==> src/csfp_pkg.sv <==
// Shared constants and types for the cache snoop and line-fill pin control.
// Assumes a single bus clock domain; pins are synchronised before use.
package csfp_pkg;

  // ----------------------------------------------------------------
  // Geometry and timing
  // ----------------------------------------------------------------
  localparam int LINE_OFS = 5;
  localparam logic [2:0] BURST_BEATS = 3'h4;
  localparam logic [2:0] BEAT_ZERO = 3'h0;

  // ----------------------------------------------------------------
  // Line states and bus cycle states
  // ----------------------------------------------------------------
  typedef enum logic [1:0] {
    CSFP_LINE_INVALID = 2'b00,
    CSFP_LINE_SHARED = 2'b01,
    CSFP_LINE_EXCL = 2'b10,
    CSFP_LINE_MOD = 2'b11
  } csfp_line_t;

  typedef enum logic [1:0] {
    CSFP_CYC_IDLE = 2'b00,
    CSFP_CYC_ADDR = 2'b01,
    CSFP_CYC_DATA = 2'b10
  } csfp_cyc_t;

endpackage : csfp_pkg

==> src/csfp_sync_if.sv <==
// Carries raw pin levels into the synchroniser and clean levels back out.
// Assumes both modports sit on the same bus clock.
`timescale 1ns/10ps
interface csfp_sync_if #(
  parameter int WIDTH = 8
);
  logic [WIDTH-1:0] rawPins;
  // Net, since each lane of the synchroniser drives its own bit
  wire logic [WIDTH-1:0] cleanPins;

  modport sync (input rawPins, output cleanPins);
  modport user (output rawPins, input cleanPins);
endinterface : csfp_sync_if

==> src/csfp_pin_sync.sv <==
// Three-stage pin synchroniser with agreement filter, one lane per bit.
// Assumes pins are asynchronous to ref_clk; idle level of every lane is high.
`timescale 1ns/10ps
module csfp_pin_sync
  import csfp_pkg::*;
#(
  parameter int WIDTH = 8
) (
  input wire logic ref_clk,
  input wire logic reset_n,
  csfp_sync_if.sync pins
);

  // ----------------------------------------------------------------
  // Per-lane stages
  // ----------------------------------------------------------------
  for (genvar i = 0; i < WIDTH; i++) begin : g_lane
    logic stage1_ff;
    logic stage2_ff;
    logic stage3_ff;
    logic clean_ff;

    // First stage feeds only the second one
    always_ff @(posedge ref_clk or negedge reset_n) begin
      if (!reset_n) begin
        stage1_ff <= 1'b1;
        stage2_ff <= 1'b1;
        stage3_ff <= 1'b1;
      end else begin
        stage1_ff <= pins.rawPins[i];
        stage2_ff <= stage1_ff;
        stage3_ff <= stage2_ff;
      end
    end

    // Change is taken only once stages two and three agree
    always_ff @(posedge ref_clk or negedge reset_n) begin
      if (!reset_n) begin
        clean_ff <= 1'b1;
      end else if (stage2_ff == stage3_ff) begin
        clean_ff <= stage3_ff;
      end
    end

    assign pins.cleanPins[i] = clean_ff;
  end

endmodule : csfp_pin_sync

==> src/csfp_cache_pin_ctrl.sv <==
// Cache snoop and line-fill pin control: inquire handling and fill decision.
// Assumes the far side holds pins stable around strobes; single clock.
//
// Function
// - Inquire hit leaves line Shared or Invalid per the snoop drop select.
// - Drop select and inquire address sampled in the strobe-active clock.
// - Cacheable grant decides cacheability and so the cycle length.
// - Burst fill only with line-fill intent signalled and grant active.
// - Intent without grant runs a plain single transfer.
`timescale 1ns/10ps
module csfp_cache_pin_ctrl
  import csfp_pkg::*;
#(
  parameter int ADDR_W = 32,
  parameter int NUM_LINES = 4
) (
  input wire logic ref_clk,
  input wire logic reset_n,
  input wire logic external_snoop_strobe_n,
  input wire logic snoop_drop_select,
  input wire logic [ADDR_W-1:0] snoopAddr,
  input wire logic cacheable_grant_n,
  input wire logic dataReady_n,
  input wire logic reqValid,
  input wire logic [ADDR_W-1:0] reqAddr,
  input wire logic reqCacheable,
  output logic busIdle_ff,
  output logic busStart_ff,
  output logic [ADDR_W-1:0] busAddr_ff,
  output logic lineFillIntent_n_ff,
  output logic cycleDone_ff,
  output logic cycleBurst_ff,
  output logic snoopDone_ff,
  output logic snoopHit_ff
);

  localparam int TAG_W = ADDR_W - LINE_OFS;
  localparam int IDX_W = (NUM_LINES > 1) ? $clog2(NUM_LINES) : 1;
  localparam int SYNC_W = ADDR_W + 4;

  // ----------------------------------------------------------------
  // Pin synchronisation
  // ----------------------------------------------------------------
  csfp_sync_if #(.WIDTH(SYNC_W)) syncBus ();

  assign syncBus.rawPins = {dataReady_n, cacheable_grant_n, snoop_drop_select,
                            external_snoop_strobe_n, snoopAddr};

  csfp_pin_sync #(.WIDTH(SYNC_W)) u_sync (
    .ref_clk(ref_clk),
    .reset_n(reset_n),
    .pins(syncBus)
  );

  logic [ADDR_W-1:0] snoopAddrClean;
  logic strobeClean_n;
  logic dropClean;
  logic grantClean_n;
  logic readyClean_n;
  assign snoopAddrClean = syncBus.cleanPins[ADDR_W-1:0];
  assign strobeClean_n = syncBus.cleanPins[ADDR_W];
  assign dropClean = syncBus.cleanPins[ADDR_W+1];
  assign grantClean_n = syncBus.cleanPins[ADDR_W+2];
  assign readyClean_n = syncBus.cleanPins[ADDR_W+3];

  // ----------------------------------------------------------------
  // Line store
  // ----------------------------------------------------------------
  logic [TAG_W-1:0] lineTag_ff [NUM_LINES];
  csfp_line_t [NUM_LINES-1:0] lineState_ff;
  logic [IDX_W-1:0] victim_ff;
  logic [NUM_LINES-1:0] hitVec;
  logic [TAG_W-1:0] snoopTag;
  assign snoopTag = snoopAddrClean[ADDR_W-1:LINE_OFS];

  for (genvar i = 0; i < NUM_LINES; i++) begin : g_cmp
    assign hitVec[i] = (lineState_ff[i] != CSFP_LINE_INVALID) && (lineTag_ff[i] == snoopTag);
  end

  logic [IDX_W-1:0] hitIdx;
  always_comb begin
    hitIdx = '0;
    for (int i = 0; i < NUM_LINES; i++) begin
      if (hitVec[i]) begin
        hitIdx = IDX_W'(i);
      end
    end
  end

  // ----------------------------------------------------------------
  // Inquire detection
  // ----------------------------------------------------------------
  logic strobePrev_ff;
  logic snoopFire;
  logic snoopDrop_ff;
  logic [IDX_W-1:0] snoopIdx_ff;
  assign snoopFire = strobePrev_ff && !strobeClean_n;

  always_ff @(posedge ref_clk or negedge reset_n) begin
    if (!reset_n) begin
      strobePrev_ff <= 1'b1;
    end else begin
      strobePrev_ff <= strobeClean_n;
    end
  end

  // Drop select latched in the same clock as the strobe and address
  always_ff @(posedge ref_clk or negedge reset_n) begin
    if (!reset_n) begin
      snoopDone_ff <= 1'b0;
      snoopHit_ff <= 1'b0;
      snoopDrop_ff <= 1'b0;
      snoopIdx_ff <= '0;
    end else begin
      snoopDone_ff <= snoopFire;
      if (snoopFire) begin
        snoopHit_ff <= |hitVec;
        snoopDrop_ff <= dropClean;
        snoopIdx_ff <= hitIdx;
      end
    end
  end

  // ----------------------------------------------------------------
  // Bus cycle engine
  // ----------------------------------------------------------------
  csfp_cyc_t cyc_ff;
  csfp_cyc_t nxt_cyc;
  logic [2:0] beat_ff;
  logic burst_ff;
  logic cacheReq_ff;
  logic lastBeat;
  logic installEn;
  logic firstBeat;

  assign firstBeat = (cyc_ff == CSFP_CYC_DATA) && !readyClean_n && (beat_ff == BEAT_ZERO);
  assign lastBeat = (cyc_ff == CSFP_CYC_DATA) && !readyClean_n
                    && (firstBeat ? !(cacheReq_ff && !grantClean_n)
                                  : (beat_ff == BURST_BEATS - 3'h1));
  assign installEn = lastBeat && burst_ff;

  always_comb begin
    nxt_cyc = cyc_ff;
    case (cyc_ff)
      CSFP_CYC_IDLE: begin
        if (reqValid) begin
          nxt_cyc = CSFP_CYC_ADDR;
        end
      end
      CSFP_CYC_ADDR: begin
        nxt_cyc = CSFP_CYC_DATA;
      end
      CSFP_CYC_DATA: begin
        if (lastBeat) begin
          nxt_cyc = CSFP_CYC_IDLE;
        end
      end
      default: begin
        nxt_cyc = CSFP_CYC_IDLE;
      end
    endcase
  end

  always_ff @(posedge ref_clk or negedge reset_n) begin
    if (!reset_n) begin
      cyc_ff <= CSFP_CYC_IDLE;
      busIdle_ff <= 1'b1;
    end else begin
      cyc_ff <= nxt_cyc;
      busIdle_ff <= (nxt_cyc == CSFP_CYC_IDLE);
    end
  end

  always_ff @(posedge ref_clk or negedge reset_n) begin
    if (!reset_n) begin
      busStart_ff <= 1'b0;
      busAddr_ff <= '0;
      cacheReq_ff <= 1'b0;
      lineFillIntent_n_ff <= 1'b1;
    end else begin
      busStart_ff <= (cyc_ff == CSFP_CYC_IDLE) && reqValid;
      if ((cyc_ff == CSFP_CYC_IDLE) && reqValid) begin
        busAddr_ff <= reqAddr;
        cacheReq_ff <= reqCacheable;
        lineFillIntent_n_ff <= !reqCacheable;
      end else if (lastBeat) begin
        cacheReq_ff <= 1'b0;
        lineFillIntent_n_ff <= 1'b1;
      end
    end
  end

  // Grant taken with the first ready; it fixes the cycle length
  always_ff @(posedge ref_clk or negedge reset_n) begin
    if (!reset_n) begin
      beat_ff <= BEAT_ZERO;
      burst_ff <= 1'b0;
      cycleDone_ff <= 1'b0;
      cycleBurst_ff <= 1'b0;
    end else begin
      cycleDone_ff <= lastBeat;
      if (lastBeat) begin
        beat_ff <= BEAT_ZERO;
        burst_ff <= 1'b0;
        cycleBurst_ff <= burst_ff;
      end else if (firstBeat) begin
        beat_ff <= beat_ff + 3'h1;
        burst_ff <= cacheReq_ff && !grantClean_n;
      end else if ((cyc_ff == CSFP_CYC_DATA) && !readyClean_n) begin
        beat_ff <= beat_ff + 3'h1;
      end
    end
  end

  // ----------------------------------------------------------------
  // Line state update
  // ----------------------------------------------------------------
  // Snoop applied after install so a same-cycle inquire hit on the victim line overrides the install
  always_ff @(posedge ref_clk or negedge reset_n) begin
    if (!reset_n) begin
      lineState_ff <= '{default: CSFP_LINE_INVALID};
      victim_ff <= '0;
    end else begin
      if (installEn) begin
        lineState_ff[victim_ff] <= CSFP_LINE_EXCL;
        victim_ff <= (victim_ff == IDX_W'(NUM_LINES - 1)) ? '0 : victim_ff + 1'b1;
      end
      if (snoopFire && (|hitVec)) begin
        lineState_ff[hitIdx] <= dropClean ? CSFP_LINE_INVALID
                                          : CSFP_LINE_SHARED;
      end
    end
  end

  // Tags need no reset; state guards them
  always_ff @(posedge ref_clk) begin
    if (installEn) begin
      lineTag_ff[victim_ff] <= busAddr_ff[ADDR_W-1:LINE_OFS];
    end
  end

  // ----------------------------------------------------------------
  // Checks
  // ----------------------------------------------------------------
  logic anyHit;
  logic fillGranted;
  assign anyHit = |hitVec;
  assign fillGranted = cacheReq_ff && !lineFillIntent_n_ff && !grantClean_n;

  chk_snoop_final_state: assert property (
    @(posedge ref_clk) disable iff (!reset_n)
    snoopDone_ff && snoopHit_ff && !$past(installEn)
    |-> lineState_ff[snoopIdx_ff] == (snoopDrop_ff ? CSFP_LINE_INVALID : CSFP_LINE_SHARED))
    else $error("Inquire hit left wrong line state");

  chk_snoop_same_clock: assert property (
    @(posedge ref_clk) disable iff (!reset_n)
    snoopFire |=> snoopDone_ff && (snoopDrop_ff == $past(dropClean))
                  && (snoopHit_ff == $past(anyHit)))
    else $error("Drop select not taken with the strobe");

  chk_grant_length: assert property (
    @(posedge ref_clk) disable iff (!reset_n)
    firstBeat && cacheReq_ff && !grantClean_n |=> !cycleDone_ff && burst_ff)
    else $error("Granted cacheable cycle ended early");

  chk_burst_cause: assert property (
    @(posedge ref_clk) disable iff (!reset_n)
    $rose(burst_ff) |-> $past(fillGranted))
    else $error("Burst started without intent and grant");

  chk_ungranted_single: assert property (
    @(posedge ref_clk) disable iff (!reset_n)
    firstBeat && !lineFillIntent_n_ff && grantClean_n |=> cycleDone_ff && !cycleBurst_ff)
    else $error("Ungranted cycle was not a single transfer");

  chk_miss_no_change: assert property (
    @(posedge ref_clk) disable iff (!reset_n)
    snoopFire && !(|hitVec) && !installEn |=> $stable(lineState_ff))
    else $error("Inquire miss changed a line");

endmodule : csfp_cache_pin_ctrl

==> config.mk <==
export PLATFORM = sky130hd
export DESIGN_NAME = csfp_cache_pin_ctrl
export DESIGN_NICKNAME = d
export VERILOG_FILES = /design/src/csfp_pkg.sv /design/src/csfp_sync_if.sv /design/src/csfp_pin_sync.sv /design/src/csfp_cache_pin_ctrl.sv
export SDC_FILE = /design/constraint.sdc
export NUM_CORES = 1
export LEC_CHECK = 0
export BUFFER_PORTS_ARGS = -buffer_cell sky130_fd_sc_hd__clkbuf_2
export CORE_UTILIZATION = 55
export CTS_BUF_LIST = sky130_fd_sc_hd__clkbuf_2
export CTS_CLUSTER_SIZE = 10
export DETAILED_ROUTE_END_ITERATION = 12
export GPL_TIMING_DRIVEN = 0
export PLACE_DENSITY_LB_ADDON = 0.3
export REMOVE_ABC_BUFFERS = 1
export SLEW_MARGIN = 20
export SYNTH_ARGS = -nofsm -noshare
export SYNTH_HDL_FRONTEND = slang
export SYNTH_SLANG_ARGS = --single-unit
==> constraint.sdc <==
create_clock -name ref_clk -period 2.4 [get_ports ref_clk]
set_clock_uncertainty 0.1 [all_clocks]
set_input_delay 0.36 -clock ref_clk [delete_from_list [all_inputs] [get_ports ref_clk]]
set_output_delay 0.36 -clock ref_clk [all_outputs]
set_load 0.03 [all_outputs]
==> results_dict.tcl <==
set metrics [dict create \
    synth_cell_types 39 \
    syn_inst 623 \
    grt_use_total 0.230 \
    avgSynthCellArea_um2 16.9 \
    path_class "flip-flop to flip-flop" \
    synth_area_leader_cell "dfstp_2" \
    synth_edf_count 108 \
    worst_slew_pin_slew_ns 0.695 \
    num_vias 5907 \
    final_cell_mix "212 x clkbuf_2, 127 x dfstp_2, 108 x edfxtp_1, 78 x dlygate4sd3_1, 71 x xor2_1" \
    coreArea_mm2 0.0188 \
    status "finished, final reports clean" \
    cp_max_fo 5 \
    peakVddDrop_uv 759 \
    final_common_cell "clkbuf_2" \
    fin_tns_setup_ns 0 \
    cp_slowest_stage_delay_ns 0.63 \
    setup-violations-final 0 \
    fin_util 0.693 \
    crit_slowest_cell "dfstp_2" \
    fin_crit_sh 0.972 \
    register_area_mm2 0.00793 \
    clkPwrFrac 0.255 \
    timing.critical_path.buf_inv 0 \
    std_cell_rows 50 \
    synthTopCellsByArea "dfstp_2 32%, edfxtp_1 31%, dfrtp_1 13%, xor2_1 5.9%, mux2_2 3.6%" \
    drive_above_1_share 0.449 \
    vias_per_cell 5.10 \
    nets 944 \
    fin_crit_ns 2.33 \
    yosysWarnings 0 \
    route.detailed.drc 0 \
    critPathRequiredTime_ns 3.01 \
    switching_share 0.328 \
    p_leak_uw 0.00520 \
    cts-root-buf "clkbuf_2" \
    slew_headroom 0.535 \
    crit_family "simple AND/OR/NAND/NOR gates" \
    gp_congestion 0.855 \
    dp.cells 937 \
    io_pins 111 \
    ys_seq_area_frac 0.752 \
    synth_flop_cell "dfstp_2" \
    dp_hpwl_um 13400 \
    drv_slew 0 \
    hold_viol 0 \
    grt_pass1_wl_um 33600 \
    fin_ws_ns 0.0663 \
    start_util 0.562 \
    syn-cell-area_mm2 0.0105 \
    dr.pass1.iters 5 \
    antenna_found_initial 1 \
    multi_input_area_mm2 0.00256 \
    port_buffers 105 \
    drt-total-wl_um 21400 \
    syn2layout_area_growth_pct 23.3 \
    wl_per_cell_um 18.4 \
    fillerInstances 1253 \
    synthArstFlopShare 0.626 \
    seqPwrFrac 0.555 \
    drv_cap 0 \
    first_iter_violations 285 \
    die_area_mm2 0.0197 \
    clk_pin_slew_ns 0.10 \
    hp-class "primary input to flip-flop" \
    cts.sink_count 289 \
    cts.path.max_buffers 3 \
    combPwrFrac 0.191 \
    pwr_density_cell_mw_per_mm2 937 \
    power.switching_uw 3990 \
    clkLatencyLatePin_ns 0.81 \
    layoutNonFillerInstCount 1158 \
    worstSetupStartpointType "flip-flop" \
    crit_arrival_ns 2.95 \
    fmax_mhz 429 \
    synth_top_area_share 0.316 \
    chipWidth_um 140 \
    grt_start_max_net_pins 104 \
    route.antenna.remaining_nets 0 \
    p_int_uw 8190 \
    die_y_um 140 \
    grt-ovfl-total 0 \
    cts_tree "done" \
    numCtsBuffers 73 \
    path_cells "xor2_1 -> nor4_1 -> nand4_1 -> or4_4 -> nor3_4 -> mux2i_1" \
    end_kind "flip-flop" \
    synth_seq_cells 289 \
    place_ws_ns -0.892 \
    htreeDepth 3 \
    grt_pass1_vias 6428 \
]
-- power by group through the flow --
stage	Combinational (µW)	Clock, µW	Sequential, µW
3_5_place_dp	2150	0	6840
3_3_place_gp	2050	0	6760
4_1_cts	2280	3200	6750
6_report	2320	3100	6750
5_1_grt	2490	3490	6860
2_1_floorplan	813	0	7230
-- cell usage after synthesis (4+ instances only) --
library cell	n
nor4_1	31
or3b_1	5
dfstp_2	127
maj3_1	31
buf_2	4
xor2_1	71
mux2i_1	5
nand2b_1	6
nand2_1	9
nand4_1	17
mux2_2	34
and3_1	4
dfrtp_1	54
xnor2_1	35
ha_1	7
nor2_1	13
inv_1	6
clkbuf_1	27
edfxtp_1	108
-- what timing repair did --
item | CTS | global route
endpoints found under the setup margin | 122 | 42
gates cloned | 0 | 1
hold buffers | 69 | 9
gates resized for setup | 10 | 8
hold endpoints to repair | 179 | 9
setup buffers | 2 | 6
pin swaps | 1 | 2
-- through the flow --
stage	power, µW	cell area (µm²)	hold slack (ns)
3_3_place_gp	8810	11200	0.246
2_1_floorplan	8040	10400	-0.0356
4_1_cts	12200	12800	0.00770
5_1_grt	12800	13000	-0.00123
6_report	12200	13000	0.0820
3_5_place_dp	8990	11400	0.247
-- final timing paths --
path	depth (start not counted)	start	to	slack [ns]
worst max-delay path	6	u_sync.g_lane[11].clean_ff	lineState_ff[2]	0.07
worst min-delay path	2	snoopAddr[8]	u_sync.g_lane[8].stage1_ff	0.08
worst max register to register	6	u_sync.g_lane[11].clean_ff	lineState_ff[2]	0.07
worst min register to register	0	u_sync.g_lane[11].stage1_ff	u_sync.g_lane[11].stage2_ff	0.25
max in group asynchronous	4	reset_n	busAddr_ff[30]	0.36
min in group asynchronous	3	reset_n	lineState_ff[1]	0.56
-- area by class of cell --
class | count | share of cell area
diodes | 1 | 0.000192
clock buffers | 108 | 0.0416
clock inverters | 25 | 0.00741
inverters | 6 | 0.00173
multi-input cells | 296 | 0.197
flip-flops and latches | 289 | 0.610
well taps | 234 | 0.0225
repair buffers | 199 | 0.119
-- layer usage --
layer	GRT usage	wire length, µm	part of all wire
met5	0	0	0
met4	0.0847	249	0.012
met3	0.0598	931	0.044
met2	0.389	11000	0.52
met1	0.286	9160	0.43
-- cell families after synthesis --
kind of cell,count (synthesis),share of synthesized area
AO/OA/AOI/OAI,13,0.00819
XOR/XNOR,108,0.0911
adder cells (fa/ha/maj),38,0.0377
buffers and inverters,39,0.0158
flip-flops,289,0.752
multiplexers,39,0.0410
AND/OR/NAND/NOR,97,0.0541
-- state kept, by name (all words and copies together) (netlist names), 3 cells and up --
name and count:
beat_ff 3, u_sync.g_lane.stage1_ff 31, lineTag_ff 108, u_sync.g_lane.stage3_ff 31, busAddr_ff 32, u_sync.g_lane.clean_ff 31, lineState_ff 8, u_sync.g_lane.stage2_ff 31
Note: power is estimated with default switching activity, not from simulation.
